--- src/common/fan_ctrl_pkg.sv ---
package fan_ctrl_pkg;
	localparam int NUM_FANS     = 3;
	localparam int NUM_SENSORS  = 8;
	localparam int TEMP_W       = 8;
	localparam int RPM_W        = 16;
	localparam int DUTY_W       = 7;
	localparam int CNT_W        = 32;
	// duty cycle in percent
	localparam logic [DUTY_W-1:0] DUTY_FULL  = 7'h64;
	localparam logic [DUTY_W-1:0] DUTY_FLOOR = 7'h28;
	localparam logic [DUTY_W-1:0] DUTY_SPAN  = 7'h3C;
	// temperatures in whole degrees C
	localparam logic [TEMP_W-1:0] FULL_TEMP_MIN = 8'h19;
	localparam logic [TEMP_W-1:0] FULL_TEMP_MAX = 8'h41;
	localparam logic [TEMP_W-1:0] FULL_TEMP_RST = 8'h32;
	localparam logic [TEMP_W-1:0] RAMP_WIDTH    = 8'h19;
	// default minimum speed
	localparam logic [RPM_W-1:0] MIN_RPM_TWO_FAN   = 16'h0384;
	localparam logic [RPM_W-1:0] MIN_RPM_THREE_FAN = 16'h04B0;
	localparam logic             ALARM_EN_RST      = 1'b1;
	// rpm measurement: 1 s gate window, 2 tach pulses per rev
	localparam int CLK_HZ          = 100_000_000;
	localparam int GATE_MS         = 1000;
	localparam int GATE_CYCLES     = CLK_HZ / 1000 * GATE_MS;
	localparam int PULSES_PER_REV  = 2;
	localparam int RPM_SCALE       = 60 / PULSES_PER_REV;
	localparam int PWM_PRESCALE    = 40;
endpackage

--- src/hdl/fan_tach_meter.sv ---
`timescale 1ns/1ps
module fan_tach_meter
	import fan_ctrl_pkg::*;
(
	// clock and reset
	input  wire logic             clk,
	input  wire logic             rstn,
	input  wire logic             ce,
	// tach pulse (synchronised) and gate
	input  wire logic             tach_sync,
	input  wire logic             gate,
	// result
	output logic [RPM_W-1:0]      rpm_q
);
	logic             tach_prev_q;
	logic [RPM_W-1:0] count_q;
	wire              tach_rise = tach_sync & ~tach_prev_q;
	wire [31:0]       rpm_wide  = 32'(count_q) * 32'(RPM_SCALE);
	wire [RPM_W-1:0]  count_d   = gate ? RPM_W'(tach_rise) :
		(count_q == '1 ? count_q : count_q + RPM_W'(tach_rise));

	always_ff @(posedge clk or negedge rstn) begin
		if (!rstn) begin
			tach_prev_q <= 1'b0;
			count_q     <= '0;
			rpm_q       <= '0;
		end else if (ce) begin
			tach_prev_q <= tach_sync;
			count_q     <= count_d;
			if (gate)
				rpm_q <= (rpm_wide > 32'h0000FFFF) ? '1 : rpm_wide[RPM_W-1:0];
		end
	end
endmodule

--- src/hdl/fan_speed_control_monitor.sv ---
// Function
// each fan's speed is measured in rpm and the alarm rises when any is below the threshold.
// full speed is a 100% duty cycle on the fan supply.
// in auto mode below full-speed temperature the duty is under 100%, proportional to margin.
// duty never falls below 40%.
// the threshold loads 900 rpm for two fans or 1200 rpm for three at power-on.
// selector switch in high forces 100% duty.
// in auto the hottest of the eight sensors drives the duty with the full-speed setting.
// the full-speed temperature accepts 25 to 65 degrees in 1 degree steps.
// the full-speed temperature defaults to 50 degrees.
// the ramp starts 25 degrees below the full-speed temperature.
// drive is an open-loop function of temperature, no regulation.
// alarm generation is gated by a software enable.
// an alarm-occurred flag is readable and cleared by an explicit clear.
// a fan that stops completely shuts the chassis down.
// ramp is linear from 40% to 100%, saturating above full-speed temperature.
// the alarm flag latches and re-sets if the low speed persists after clear.
`timescale 1ns/1ps
module fan_speed_control_monitor
	import fan_ctrl_pkg::*;
#(
	parameter int GATE_LEN = GATE_CYCLES
)(
	// clock and reset
	input  wire logic                          clk,
	input  wire logic                          rstn,
	input  wire logic                          ce,
	// chassis straps and rear switch
	input  wire logic                          three_fan,
	input  wire logic                          fan_high,
	// sensors and tach pins
	input  wire logic [NUM_SENSORS*TEMP_W-1:0] sensor_temp,
	input  wire logic [NUM_FANS-1:0]           tach_in,
	// software settings
	input  wire logic                          full_temp_wr,
	input  wire logic [TEMP_W-1:0]             full_temp_wdata,
	input  wire logic                          min_speed_wr,
	input  wire logic [RPM_W-1:0]              min_speed_wdata,
	input  wire logic                          alarm_enable,
	input  wire logic                          alarm_clear,
	// status
	output logic [TEMP_W-1:0]                  full_speed_temperature_q,
	output logic [RPM_W-1:0]                   min_speed_threshold_q,
	output logic [NUM_FANS*RPM_W-1:0]          fan_rpm_q,
	output logic [DUTY_W-1:0]                  duty_q,
	output logic                               alarm_q,
	output logic                               alarm_occurred_q,
	output logic                               shutdown_q,
	// fan drive
	output logic [NUM_FANS-1:0]                fan_pwm_q
);
	typedef enum logic [1:0] {ST_SYNC_A, ST_SYNC_B, ST_INIT, ST_RUN} init_t;
	init_t state_q;

	// pin synchronisers
	logic [NUM_SENSORS*TEMP_W-1:0] temp_s1_q, temp_s2_q;
	logic [NUM_FANS-1:0]           tach_s1_q, tach_s2_q;
	logic                          high_s1_q, high_s2_q;
	logic                          strap_s1_q, strap_s2_q;

	always_ff @(posedge clk or negedge rstn) begin
		if (!rstn) begin
			temp_s1_q  <= '0;
			temp_s2_q  <= '0;
			tach_s1_q  <= '0;
			tach_s2_q  <= '0;
			high_s1_q  <= 1'b0;
			high_s2_q  <= 1'b0;
			strap_s1_q <= 1'b0;
			strap_s2_q <= 1'b0;
		end else if (ce) begin
			temp_s1_q  <= sensor_temp;
			temp_s2_q  <= temp_s1_q;
			tach_s1_q  <= tach_in;
			tach_s2_q  <= tach_s1_q;
			high_s1_q  <= fan_high;
			high_s2_q  <= high_s1_q;
			strap_s1_q <= three_fan;
			strap_s2_q <= strap_s1_q;
		end
	end

	// hottest sensor
	logic [TEMP_W-1:0] hot_chain [NUM_SENSORS+1];
	assign hot_chain[0] = '0;
	genvar gi;
	generate
		for (gi = 0; gi < NUM_SENSORS; gi++) begin : g_max
			wire [TEMP_W-1:0] t = temp_s2_q[gi*TEMP_W +: TEMP_W];
			assign hot_chain[gi+1] = (t > hot_chain[gi]) ? t : hot_chain[gi];
		end
	endgenerate
	wire [TEMP_W-1:0] hottest = hot_chain[NUM_SENSORS];

	// open-loop duty curve: pure function of temperature and setting
	wire [TEMP_W:0]   ramp_start = {1'b0, full_speed_temperature_q} - {1'b0, RAMP_WIDTH};
	wire              below_ramp = {1'b0, hottest} <= ramp_start;
	wire              above_full = hottest >= full_speed_temperature_q;
	wire [TEMP_W-1:0] over_start = TEMP_W'({1'b0, hottest} - ramp_start);
	wire [15:0]       ramp_prod  = 16'(over_start) * 16'(DUTY_SPAN);
	wire [15:0]       ramp_add   = ramp_prod / 16'(RAMP_WIDTH);
	wire [DUTY_W-1:0] auto_duty  = below_ramp ? DUTY_FLOOR :
		above_full ? DUTY_FULL : DUTY_FLOOR + DUTY_W'(ramp_add);
	wire [DUTY_W-1:0] duty_d     = high_s2_q ? DUTY_FULL : auto_duty;

	// settings and power-on defaults
	wire full_temp_ok = full_temp_wdata >= FULL_TEMP_MIN && full_temp_wdata <= FULL_TEMP_MAX;

	always_ff @(posedge clk or negedge rstn) begin
		if (!rstn) begin
			state_q                  <= ST_SYNC_A;
			full_speed_temperature_q <= FULL_TEMP_RST;
			min_speed_threshold_q    <= MIN_RPM_THREE_FAN;
		end else if (ce) begin
			case (state_q)
				// strap needs two edges through its synchroniser before it is valid
				ST_SYNC_A: state_q <= ST_SYNC_B;
				ST_SYNC_B: state_q <= ST_INIT;
				ST_INIT: begin
					state_q <= ST_RUN;
					min_speed_threshold_q <= strap_s2_q ? MIN_RPM_THREE_FAN :
						MIN_RPM_TWO_FAN;
				end
				ST_RUN: begin
					if (full_temp_wr && full_temp_ok)
						full_speed_temperature_q <= full_temp_wdata;
					if (min_speed_wr)
						min_speed_threshold_q <= min_speed_wdata;
				end
				default: state_q <= ST_INIT;
			endcase
		end
	end

	// pwm: percent counter, one step per prescale
	logic [5:0]        pre_q;
	logic [DUTY_W-1:0] phase_q;
	logic [31:0]       gate_cnt_q;
	wire               pre_wrap   = pre_q == 6'(PWM_PRESCALE - 1);
	wire               phase_wrap = phase_q == DUTY_FULL - 7'h01;
	wire               gate       = gate_cnt_q == 32'(GATE_LEN - 1);
	wire               pwm_on     = phase_q < duty_q;

	always_ff @(posedge clk or negedge rstn) begin
		if (!rstn) begin
			pre_q      <= '0;
			phase_q    <= '0;
			gate_cnt_q <= '0;
			duty_q     <= DUTY_FULL;
			fan_pwm_q  <= '0;
		end else if (ce) begin
			pre_q      <= pre_wrap ? '0 : pre_q + 6'h01;
			gate_cnt_q <= gate ? '0 : gate_cnt_q + 32'h1;
			if (pre_wrap) begin
				phase_q <= phase_wrap ? '0 : phase_q + 7'h01;
				if (phase_wrap)
					duty_q <= duty_d;
			end
			fan_pwm_q <= {NUM_FANS{pwm_on}};
		end
	end

	// speed measurement per fan
	logic [NUM_FANS-1:0] low_vec, stop_vec;
	generate
		for (gi = 0; gi < NUM_FANS; gi++) begin : g_fan
			fan_tach_meter u_meter (
				.clk       (clk),
				.rstn      (rstn),
				.ce        (ce),
				.tach_sync (tach_s2_q[gi]),
				.gate      (gate),
				.rpm_q     (fan_rpm_q[gi*RPM_W +: RPM_W])
			);
			wire used = (gi < 2) || strap_s2_q;
			assign low_vec[gi]  = used && fan_rpm_q[gi*RPM_W +: RPM_W] < min_speed_threshold_q;
			assign stop_vec[gi] = used && fan_rpm_q[gi*RPM_W +: RPM_W] == '0;
		end
	endgenerate

	// first window yields no reading, so hold off checks until one is done
	logic valid_q;
	wire  alarm_d = valid_q && alarm_enable && |low_vec;

	always_ff @(posedge clk or negedge rstn) begin
		if (!rstn) begin
			valid_q          <= 1'b0;
			alarm_q          <= 1'b0;
			alarm_occurred_q <= 1'b0;
			shutdown_q       <= 1'b0;
		end else if (ce) begin
			if (gate && state_q == ST_RUN)
				valid_q <= 1'b1;
			alarm_q <= alarm_d;
			// set wins over clear
			if (alarm_d)
				alarm_occurred_q <= 1'b1;
			else if (alarm_clear)
				alarm_occurred_q <= 1'b0;
			if (valid_q && |stop_vec)
				shutdown_q <= 1'b1;
		end
	end

	a_high_forces_full: assert property (@(posedge clk) disable iff (!rstn)
		ce && high_s2_q && pre_wrap && phase_wrap |=> duty_q == DUTY_FULL)
		else $error("high switch not full duty");
	a_duty_floor: assert property (@(posedge clk) disable iff (!rstn)
		duty_q >= DUTY_FLOOR) else $error("duty below floor");
	a_full_at_temp: assert property (@(posedge clk) disable iff (!rstn)
		hottest < full_speed_temperature_q && !high_s2_q |-> duty_d < DUTY_FULL)
		else $error("duty full below full-speed temperature");
	a_ramp_start: assert property (@(posedge clk) disable iff (!rstn)
		{1'b0, hottest} + {1'b0, RAMP_WIDTH} <= {1'b0, full_speed_temperature_q}
		|-> auto_duty == DUTY_FLOOR)
		else $error("ramp started early");
	a_temp_range: assert property (@(posedge clk) disable iff (!rstn)
		full_speed_temperature_q >= FULL_TEMP_MIN && full_speed_temperature_q <= FULL_TEMP_MAX)
		else $error("full-speed temperature out of range");
	a_alarm_latch: assert property (@(posedge clk) disable iff (!rstn)
		ce && alarm_d |=> alarm_occurred_q) else $error("alarm flag not latched");
	a_alarm_gate: assert property (@(posedge clk) disable iff (!rstn)
		ce && !alarm_enable |=> !alarm_q) else $error("alarm raised while disabled");
	a_alarm_clear: assert property (@(posedge clk) disable iff (!rstn)
		ce && alarm_clear && !alarm_d |=> !alarm_occurred_q) else $error("clear ignored");
	a_stop_shutdown: assert property (@(posedge clk) disable iff (!rstn)
		ce && valid_q && |stop_vec |=> shutdown_q) else $error("no shutdown on stopped fan");
endmodule

--- config.mk ---
export PLATFORM = sky130hd
export DESIGN_NAME = fan_speed_control_monitor
export DESIGN_NICKNAME = d
export VERILOG_FILES = /design/src/common/fan_ctrl_pkg.sv /design/src/hdl/fan_tach_meter.sv /design/src/hdl/fan_speed_control_monitor.sv
export SDC_FILE = /design/constraint.sdc
export NUM_CORES = 1
export LEC_CHECK = 0
export BUFFER_PORTS_ARGS = -buffer_cell sky130_fd_sc_hd__buf_2
export CORE_MARGIN = 2
export CORE_UTILIZATION = 65
export DETAILED_ROUTE_END_ITERATION = 7
export GPL_TIMING_DRIVEN = 0
export PLACE_DENSITY = 0.85
export RECOVER_POWER = 100
export SETUP_SLACK_MARGIN = 0.05
export SLEW_MARGIN = 20
export SYNTH_ARGS = -nofsm -noshare
export SYNTH_HDL_FRONTEND = slang
export SYNTH_SLANG_ARGS = --single-unit
--- constraint.sdc ---
create_clock -name clk -period 39.3 [get_ports clk]
set_clock_uncertainty 0.15 [all_clocks]
set_input_delay 3.93 -clock clk [delete_from_list [all_inputs] [get_ports clk]]
set_output_delay 3.93 -clock clk [all_outputs]
set_load 0.01 [all_outputs]
==> flow_summary.yaml, run 1 <==
global_routing:
  use_met3_pct: 4.701
  grt_pass1_wl_mm: 100.4
  top_usage_layer: "met2"
  grtUsageMet2_pct: 54.50
  grt_util_met1_pct: 41.98
  grt.total_usage_pct: 32.02
  grt_overflow: 0
  grt_pass1_vias: 19820
  antenna_found_initial: 3
  grt_max_degree: 97
finish:
  nets: 3117
  multi_input_comb_area_mm2: 0.01546
  layout-drive-gt1-share_pct: 12.81
  seqCellArea_mm2: 0.008020
  area_growth_pct: 10.61
  utilization_pct: 72.49
  finalInstanceArea_mm2: 0.02705
  fillers: 2690
sta:
  grt_setup_unrepaired: "no"
  setup-tns-final_ns: 0
  max_slew_margin_pct: -242.6
  worst_pin_slew_ns: 5.139
  hold_slack_ns: 0.3169
  fin_crit_ns: 26.88
  setup_viol: 0
  finalHoldViolCount: 0
  finalCritPeriodShare_pct: 68.39
  max_freq_ghz: 0.03721
  maxSlewViolCount: 327
critical_path:
  reg2reg_to: "duty_q[1]$_DFFE_PN0P_"
  crit_type: "flop to flop"
  rr_worst_depth: 102
  r2r_setup_slack_ns: 12.42
  critPathMaxFanout: 10
  slowest_stage: "o41ai_1"
  cp.required_ns: 39.58
  start_kind: "flop"
  worst_ep_arrival_time_ns: 27.16
  crit_path_end_kind: "flop"
  rr_startpoint: "temp_s2_q[1]$_DFFE_PN0P_"
  cpPeakStageDelay_ns: 0.86
placed_design:
  dpl.hpwl_mm: 47.36
  gp_congestion: 0.9020
  port_buffers: 184
  postPlaceCellArea_mm2: 0.02606
run_status:
  failed_checks: "capacitance limit, slew limit"
  status: "finished, violations left"
route:
  dr_total_vias: 19700
  ant_nets: 0
  wirelength_mm: 61.41
  drt-initial-drc-count: 1039
  drc_errors: 0
  first_pass_iters: 6
  viasPerCell: 6.233
  wl_per_cell_um: 19.43
yosys:
  post_synth.cell_area_avg_um2: 10.05
  synth_area_leaders: "dfrtp_1 32%, ha_1 14%, fa_1 7.8%, mux2_2 5.8%, xnor2_1 4.0%"
  yosysSeqAreaShare_pct: 32.80
  yosys-mux-area-fraction_pct: 7.297
  synthAdderAreaFrac_pct: 21.49
  synth_top_family_by_area: "adder cells"
  ys_ff_latch: 320
  synthCells: 2433
  ys.warnings.count: 0
  synthArstFlopShare_pct: 100.0
  ys_types: 109
  yosysTopAreaCellShare_pct: 31.73
  synth_compound_area_share_pct: 15.95
  syn_area_mm2: 0.02445
  synth_edf_count: 0
  synthSimpleGateAreaFrac_pct: 12.27
  synthesis.nets: 2892
  synthXorXnorAreaFrac_pct: 6.289
  synth_top_area_cell: "dfrtp_1"
  yosys_most_used_dff: "dfrtp_1"
min_path:
  hp-start: "gate_cnt_q[4]$_DFFE_PN0P_"
  whs_path_depth: 1
  hold_end: "gate_cnt_q[4]$_DFFE_PN0P_"
  hp-class: "flop to flop"
cts:
  ctsHtreeMaxLevel: 2
  cts.reportedPaths.clkPinSlew_ns: 0.06
  ctsResizeCount: 0
  postCtsSetupBuffers: 0
  worstSkewPairLatency_ns: 0.58
  cts_tree: "yes"
  hold_buffers: 0
  cts_root_buffer: "clkbuf_16"
  numCtsBuffers: 36
  clock_sinks: 320
  cts_buffer_depth: 3
floorplanning:
  die-width_um: 198.0
  dieArea_mm2: 0.03918
  placeableCoreArea_mm2: 0.03731
  ios: 185
  std_cell_rows: 71
  start_util_pct: 65.53
  fp.dieH_um: 198.0
run:
  max_cap_viol_count: 4
==> per-layer routing <==
layer / part of all wire [%] / vias to the layer above
met2: 49 / 650
met1: 42 / 9795
li1: - / 9110
met5: 0.021 / -
met4: 3.1 / 2
met3: 5.7 / 145
==> final cells by class <==
cell class / instances / area share, %
multi-input cells: 1869 / 57.18
plain buffers: 71 / 1.124
inverters: 173 / 2.401
clock inverters: 14 / 0.6107
clock buffers: 51 / 3.761
flip-flops and latches: 320 / 29.65
repair buffers: 187 / 3.063
well taps: 474 / 2.193
diodes: 2 / 0.01850
==> state kept, by name (all words and copies together) (netlist names) <==
name and count:
alarm_q 1, tach_s2_q 3, g_fan.u_meter.rpm_q 48, min_speed_threshold_q 16, pre_q 6, full_speed_temperature_q 8, g_fan.used 1, high_s2_q 1
g_fan.u_meter.count_q 48, valid_q 1, strap_s1_q 1, tach_s1_q 3, shutdown_q 1, alarm_occurred_q 1, state_q 2, gate_cnt_q 32
temp_s2_q 64, high_s1_q 1, fan_pwm_q 1, g_fan.u_meter.tach_prev_q 3, phase_q 7, temp_s1_q 64, duty_q 7
==> cell usage in the layout, fill, tap and decap left out, types with 37 or more instances in the layout <==
master,Yosys,routed
nand2_1,173,173
nand3_1,55,55
dfrtp_1,310,310
ha_1,264,264
fa_1,95,95
mux2_2,127,125
a21o_1,37,37
buf_2,4,104
xor2_1,57,57
o22a_1,45,45
o21bai_1,44,44
o21ai_0,127,128
clkbuf_1,52,155
nor2_1,144,144
inv_1,172,172
xnor2_1,113,113
a21oi_1,129,130
==> critical path: cells and delay by family, from the launching register on <==
family / cells / cell delay (ns)
flip-flops: 1 / 0.37
multiplexers: 3 / 1.21
AO/OA/AOI/OAI: 47 / 12.51
AND/OR/NAND/NOR: 23 / 4.47
adder cells (fa/ha/maj): 14 / 4.48
buffers and inverters: 13 / 2.82
XOR/XNOR: 2 / 0.70
==> kinds of logic (layout without fill, tap and decap cells) <==
group | Yosys count | count (layout)
xor gates and xnor gates | 173 | 173
other | 0 | 2
and+or+nand+nor | 605 | 605
muxes | 162 | 162
adders and majority gates | 364 | 364
AOI/OAI and AO/OA | 565 | 565
buffers and inverters | 244 | 496
DFF | 320 | 320
==> synth_stat cells, types with 6 or more instances <==
library cell / n
a211oi_1: 13
a21o_1: 37
a21oi_1: 129
a22o_1: 11
a31oi_1: 13
a32oi_1: 6
and2_1: 9
and3_1: 17
and4_1: 9
buf_1: 9
clkbuf_1: 52
dfrtp_1: 310
dfstp_2: 10
fa_1: 95
ha_1: 264
inv_1: 172
mux2_2: 127
mux2i_1: 34
nand2_1: 173
nand2b_1: 25
nand3_1: 55
nand3b_1: 6
nand4_1: 34
nor2_1: 144
nor2b_1: 32
nor3_1: 32
nor4_1: 21
o211ai_1: 10
o21a_1: 19
o21ai_0: 127
o21ai_1: 6
o21bai_1: 44
o22a_1: 45
or3_1: 16
xnor2_1: 113
xor2_1: 57
==> stage by stage <==
step	cells	setup slack, ns
final	3161	12.42
after global routing	3160	10.18
after CTS	3159	13.50
after detailed placement	3094	13.67
after global placement	3091	14.51
after floorplan	2433	17.32
==> worst max-delay path by stage <==
stage | from | endpoint
6_report | temp_s2_q[1]$_DFFE_PN0P_ | duty_q[1]$_DFFE_PN0P_
5_1_grt | temp_s2_q[1]$_DFFE_PN0P_ | duty_q[1]$_DFFE_PN0P_
4_1_cts | temp_s2_q[1]$_DFFE_PN0P_ | duty_q[1]$_DFFE_PN0P_
3_5_place_dp | temp_s2_q[1]$_DFFE_PN0P_ | duty_q[1]$_DFFE_PN0P_
3_3_place_gp | temp_s2_q[1]$_DFFE_PN0P_ | duty_q[1]$_DFFE_PN0P_
2_1_floorplan | temp_s2_q[1]$_DFFE_PN0P_ | duty_q[0]$_DFFE_PN0P_
Power of run 1 is left out: the tool's default activity adds up to more than one toggle a clock period on the data nets, which glitch-free logic cannot reach.
==> inputs of run 2 (changes only) <==
CORE_UTILIZATION = 62   (was 65)
PLACE_DENSITY = 0.82   (was 0.85)
clock period = 24.9 ns   (was 39.3 ns; I/O delays follow)
==> run 2 against run 1 <==
Net effect:
- cell area increased by 1.5%
- clock-buffer cell count is 2 lower
- register-to-register slack lost 11 ns
- critical endpoint is now duty_q[0]$_DFFE_PN0P_
- via count is 0.74% lower
- first-iteration DRC count is 11% higher
- the run still ends with capacitance limit, slew limit left
- sequential cell count did not move
- wire length rose by 0.34%
- cell count up 1.5%
- setup slack worse by 11 ns
- sequential share of layout area decreased by 0.43 points
- critical path depth rose by 2
==> flow_summary.yaml, run 2 (synthesized netlist as in run 1, its figures left out) <==
placed_design:
  port_buffers: 184
  dp_slack_ns: -0.7756
  dp.cells: 3138
  gp_congestion: 0.9127
  dpl.hpwl_mm: 47.14
finish:
  area_growth_pct: 12.23
  top_regs: "temp_s1_q (64), temp_s2_q (64)"
  fillers: 2916
  most-common-layout-cells: "310 x dfrtp_1, 264 x ha_1, 173 x nand2_1"
  nets: 3119
  seqCellArea_mm2: 0.008020
  final_common_cell: "dfrtp_1"
  multi_input_comb_area_mm2: 0.01571
  layout-drive-gt1-share_pct: 14.55
  instances_no_fill: 3207
  utilization_pct: 70.67
critical_path:
  worst_ep_arrival_time_ns: 23.79
  slowest_stage: "or4_4"
  crit_type: "flop to flop"
  critPathMaxFanout: 10
  start_kind: "flop"
  cpPeakStageDelay_ns: 0.55
  cp.required_ns: 25.17
  crit_path_end_kind: "flop"
cts:
  cts_root_buffer: "clkbuf_16"
  hold_buffers: 0
  ctsHtreeMaxLevel: 2
  cts.reportedPaths.clkPinSlew_ns: 0.06
  clock_sinks: 320
  cts_buffer_depth: 3
  numCtsBuffers: 36
  worstSkewPairLatency_ns: 0.57
  cts_tree: "yes"
route:
  drt-initial-drc-count: 1150
  drc_errors: 0
  wl_per_cell_um: 19.21
  ant_nets: 0
  wirelength_mm: 61.61
  first_pass_iters: 7
  dr_total_vias: 19560
  viasPerCell: 6.098
sta:
  hold_slack_ns: 0.3186
  worst_pin_slew_ns: 5.145
  grt_setup_unrepaired: "no"
  finalCritPeriodShare_pct: 94.48
  maxSlewViolCount: 327
  max_slew_margin_pct: -243.0
  setup_slack_ns: 1.375
  finalHoldViolCount: 0
  fin_crit_ns: 23.53
  setup_viol: 0
  max_freq_ghz: 0.04251
global_routing:
  grt_max_degree: 103
  antenna_found_initial: 5
  grt_overflow: 0
  grt_pass1_vias: 19910
  grt_pass1_wl_mm: 100.9
  grt.total_usage_pct: 30.34
floorplanning:
  die-width_um: 202.6
  dieArea_mm2: 0.04104
  fp.dieH_um: 202.6
  ios: 185
  std_cell_rows: 72
  placeableCoreArea_mm2: 0.03883
  start_util_pct: 62.97
run_status:
  status: "finished, violations left"
  failed_checks: "capacitance limit, slew limit"
min_path:
  hp-class: "flop to flop"
run:
  max_cap_viol_count: 4
[run 2: critical path: cells and delay by family (launching register included)]
family / cells / cell delay, ns
DFF: 1 / 0.41
adders and majority gates: 13 / 4.23
xor gates and xnor gates: 3 / 0.60
buffers and inverters: 10 / 1.66
AOI/OAI and AO/OA: 51 / 10.46
muxes: 5 / 1.56
and+or+nand+nor: 22 / 4.23
[run 2: what timing repair did]
| action | 4_1_cts | 5_1_grt |
|---|---|---|
| endpoints found under the hold margin | 0 | 0 |
| buffers inserted | 0 | 4 |
| resized for setup | 6 | 46 |
| pin swaps | 0 | 3 |
| endpoints found under the setup margin | 3 | 7 |
[run 2: stage by stage]
stage               setup TNS [ns]  area, um2
global route                     0      27440
global placement                 0      26020
finish                           0      27440
floorplan                        0      24450
CTS                              0      27400
detailed placement          -1.569      26120
[run 2: cell type report]
type                    count  area share (%)
inverters                 173           2.367
clock inverters            17          0.8527
clock buffers              49           3.680
plain buffers              69           1.122
diodes                      1        0.009120
multi-input cells        1869           57.24
repair buffers            191           3.137
well taps                 518           2.362
flip-flops and latches    320           29.23
[run 2: path summary, 6_finish.rpt]
kind	startpoint	to	slack, ns	cells after the start
worst max-delay path	temp_s2_q[9]$_DFFE_PN0P_	duty_q[0]$_DFFE_PN0P_	1.37	104
worst min-delay path	shutdown_q$_DFFE_PN0P_	shutdown_q$_DFFE_PN0P_	0.32	1
worst max register to register	temp_s2_q[9]$_DFFE_PN0P_	duty_q[0]$_DFFE_PN0P_	1.37	104
worst min register to register	shutdown_q$_DFFE_PN0P_	shutdown_q$_DFFE_PN0P_	0.32	1
max in group asynchronous	rstn	temp_s1_q[19]$_DFFE_PN0P_	12.19	3
min in group asynchronous	rstn	full_speed_temperature_q[0]$_DFFE_PN0P_	2.64	1
[run 2: layer usage]
metal	GRT usage [%]	wire length (um)	share of wire [%]
met1	40.38	26390	43
met2	50.40	29610	48
met3	5.136	3630	5.9
met4	10.58	1929	3.1
met5	0	54	0.088
Power of run 2 is left out for the same reason.
==> inputs of run 3 (changes only) <==
CORE_ASPECT_RATIO = 1.25   (was unset)
==> run 3 against run 2 <==
Net effect:
- the run still ends with capacitance limit, slew limit left
- cell count fell by 0.59%
- sequential share of layout area rose by 0.064 points
- sequential cell count did not move
- critical path depth rose by 4
- first-iteration DRC count fell by 15%
- global-route usage rose by 0.81 points
- clock-buffer cell count fell by 3
- critical path type unchanged
- critical endpoint unchanged
- highest routed layer unchanged
==> flow_summary.yaml, run 3 (synthesized netlist as in run 1, its figures left out) <==
cts:
  cts_buffer_depth: 3
  clock_sinks: 320
  cts.reportedPaths.clkPinSlew_ns: 0.06
  cts_root_buffer: "clkbuf_16"
  cts_tree: "yes"
  ctsHtreeMaxLevel: 2
  worstSkewPairLatency_ns: 0.54
  numCtsBuffers: 36
finish:
  layout-drive-gt1-share_pct: 14.56
  nets: 3118
  top_regs: "temp_s1_q (64), temp_s2_q (64)"
  area_growth_pct: 11.98
  utilization_pct: 70.17
  most-common-layout-cells: "310 x dfrtp_1, 264 x ha_1, 172 x inv_1, 172 x nand2_1, 145 x clkbuf_1"
  instances_no_fill: 3188
  final_common_cell: "dfrtp_1"
sta:
  fin_crit_ns: 23.53
  max_slew_margin_pct: -245.5
  setup_slack_ns: 1.368
  hold_slack_ns: 0.3182
  max_freq_ghz: 0.04250
  worst_pin_slew_ns: 5.182
  maxSlewViolCount: 327
  finalHoldViolCount: 0
  finalCritPeriodShare_pct: 94.51
  setup_viol: 0
floorplanning:
  die-width_um: 181.6
  dieArea_mm2: 0.04105
  std_cell_rows: 81
  fp.dieH_um: 226.0
  ios: 185
  start_util_pct: 62.66
  placeableCoreArea_mm2: 0.03902
global_routing:
  grt_overflow: 0
  grt_pass1_wl_mm: 103.3
  grt.total_usage_pct: 31.15
  grt_max_degree: 101
  antenna_found_initial: 6
  grt_pass1_vias: 20620
critical_path:
  slowest_stage: "or4_4"
  start_kind: "flop"
  crit_path_end_kind: "flop"
  crit_family: "compound AO/OA/AOI/OAI gates"
  cpPeakStageDelay_ns: 0.51
  worst_ep_arrival_time_ns: 23.79
  cp.required_ns: 25.16
  worst_path_most_repeated_cell: "ha_1"
  critPathMaxFanout: 10
  crit_type: "flop to flop"
  crit_buf_inv: 13
min_path:
  hp-class: "flop to flop"
run_status:
  status: "finished, violations left"
  failed_checks: "capacitance limit, slew limit"
route:
  wl_per_cell_um: 19.77
  drc_errors: 0
  drt-initial-drc-count: 980
  wirelength_mm: 63.04
  ant_nets: 0
  dr_total_vias: 19650
  viasPerCell: 6.162
  first_pass_iters: 5
placed_design:
  dp_slack_ns: -0.5980
  gp_congestion: 0.9260
  dpl.hpwl_mm: 49.17
  port_buffers: 184
  dp.cells: 3119
run:
  max_cap_viol_count: 4
[run 3: changes by cell type in the layout (fill, tap and decap cells not counted), moves of 3 or more]
cell / before / now
clkinv_4: 0 / 3
buf_4: 8 / 4
diode_2: 1 / 4
clkbuf_8: 6 / 3
[run 3: cell type report]
cell class	instances	area (um2)
multi-input cells	1869	15710
fillers	2906	11640
flip-flops and latches	320	8020
clock buffers	46	989.7
repair buffers	190	848.3
inverters	173	649.4
well taps	498	623.1
plain buffers	69	306.5
clock inverters	19	224.0
diodes	4	10.01
[run 3: layer usage]
layer  up-vias  part of all wire (%)  global-route usage [%]
met5         -                 0.062                       0
met4         6                   4.4                   13.24
met3       194                   5.2                   4.628
met2       570                    51                   56.40
met1      9756                    39                   36.93
li1       9120                     -                       -
[run 3: through the flow]
| stage | cell area, um2 | TNS [ns] |
|---|---|---|
| detailed placement | 26100 | -1.131 |
| global placement | 25990 | -0.1608 |
| CTS | 27340 | 0 |
| finish | 27380 | 0 |
| global route | 27370 | -0.03684 |
| floorplan | 24450 | 0 |
[run 3: timing repair]
action | in CTS | in global routing
resized for setup | 5 | 43
endpoints found under the setup margin | 3 | 6
endpoints found under the hold margin | 0 | 0
pin swaps | 0 | 2
buffers inserted | 0 | 2
hold buffers | 0 | 0
[run 3: path summary, 6_finish.rpt]
kind,endpoint,cells after the start,slack [ns],startpoint
max,duty_q[0]$_DFFE_PN0P_,108,1.37,temp_s2_q[1]$_DFFE_PN0P_
min,gate_cnt_q[4]$_DFFE_PN0P_,1,0.32,gate_cnt_q[4]$_DFFE_PN0P_
max reg2reg,duty_q[0]$_DFFE_PN0P_,108,1.37,temp_s2_q[1]$_DFFE_PN0P_
min reg2reg,gate_cnt_q[4]$_DFFE_PN0P_,1,0.32,gate_cnt_q[4]$_DFFE_PN0P_
max in group asynchronous,g_fan[0].u_meter.rpm_q[3]$_DFFE_PN0P_,3,12.41,rstn
min in group asynchronous,temp_s1_q[24]$_DFFE_PN0P_,1,3.07,rstn
Power of run 3 is left out for the same reason.
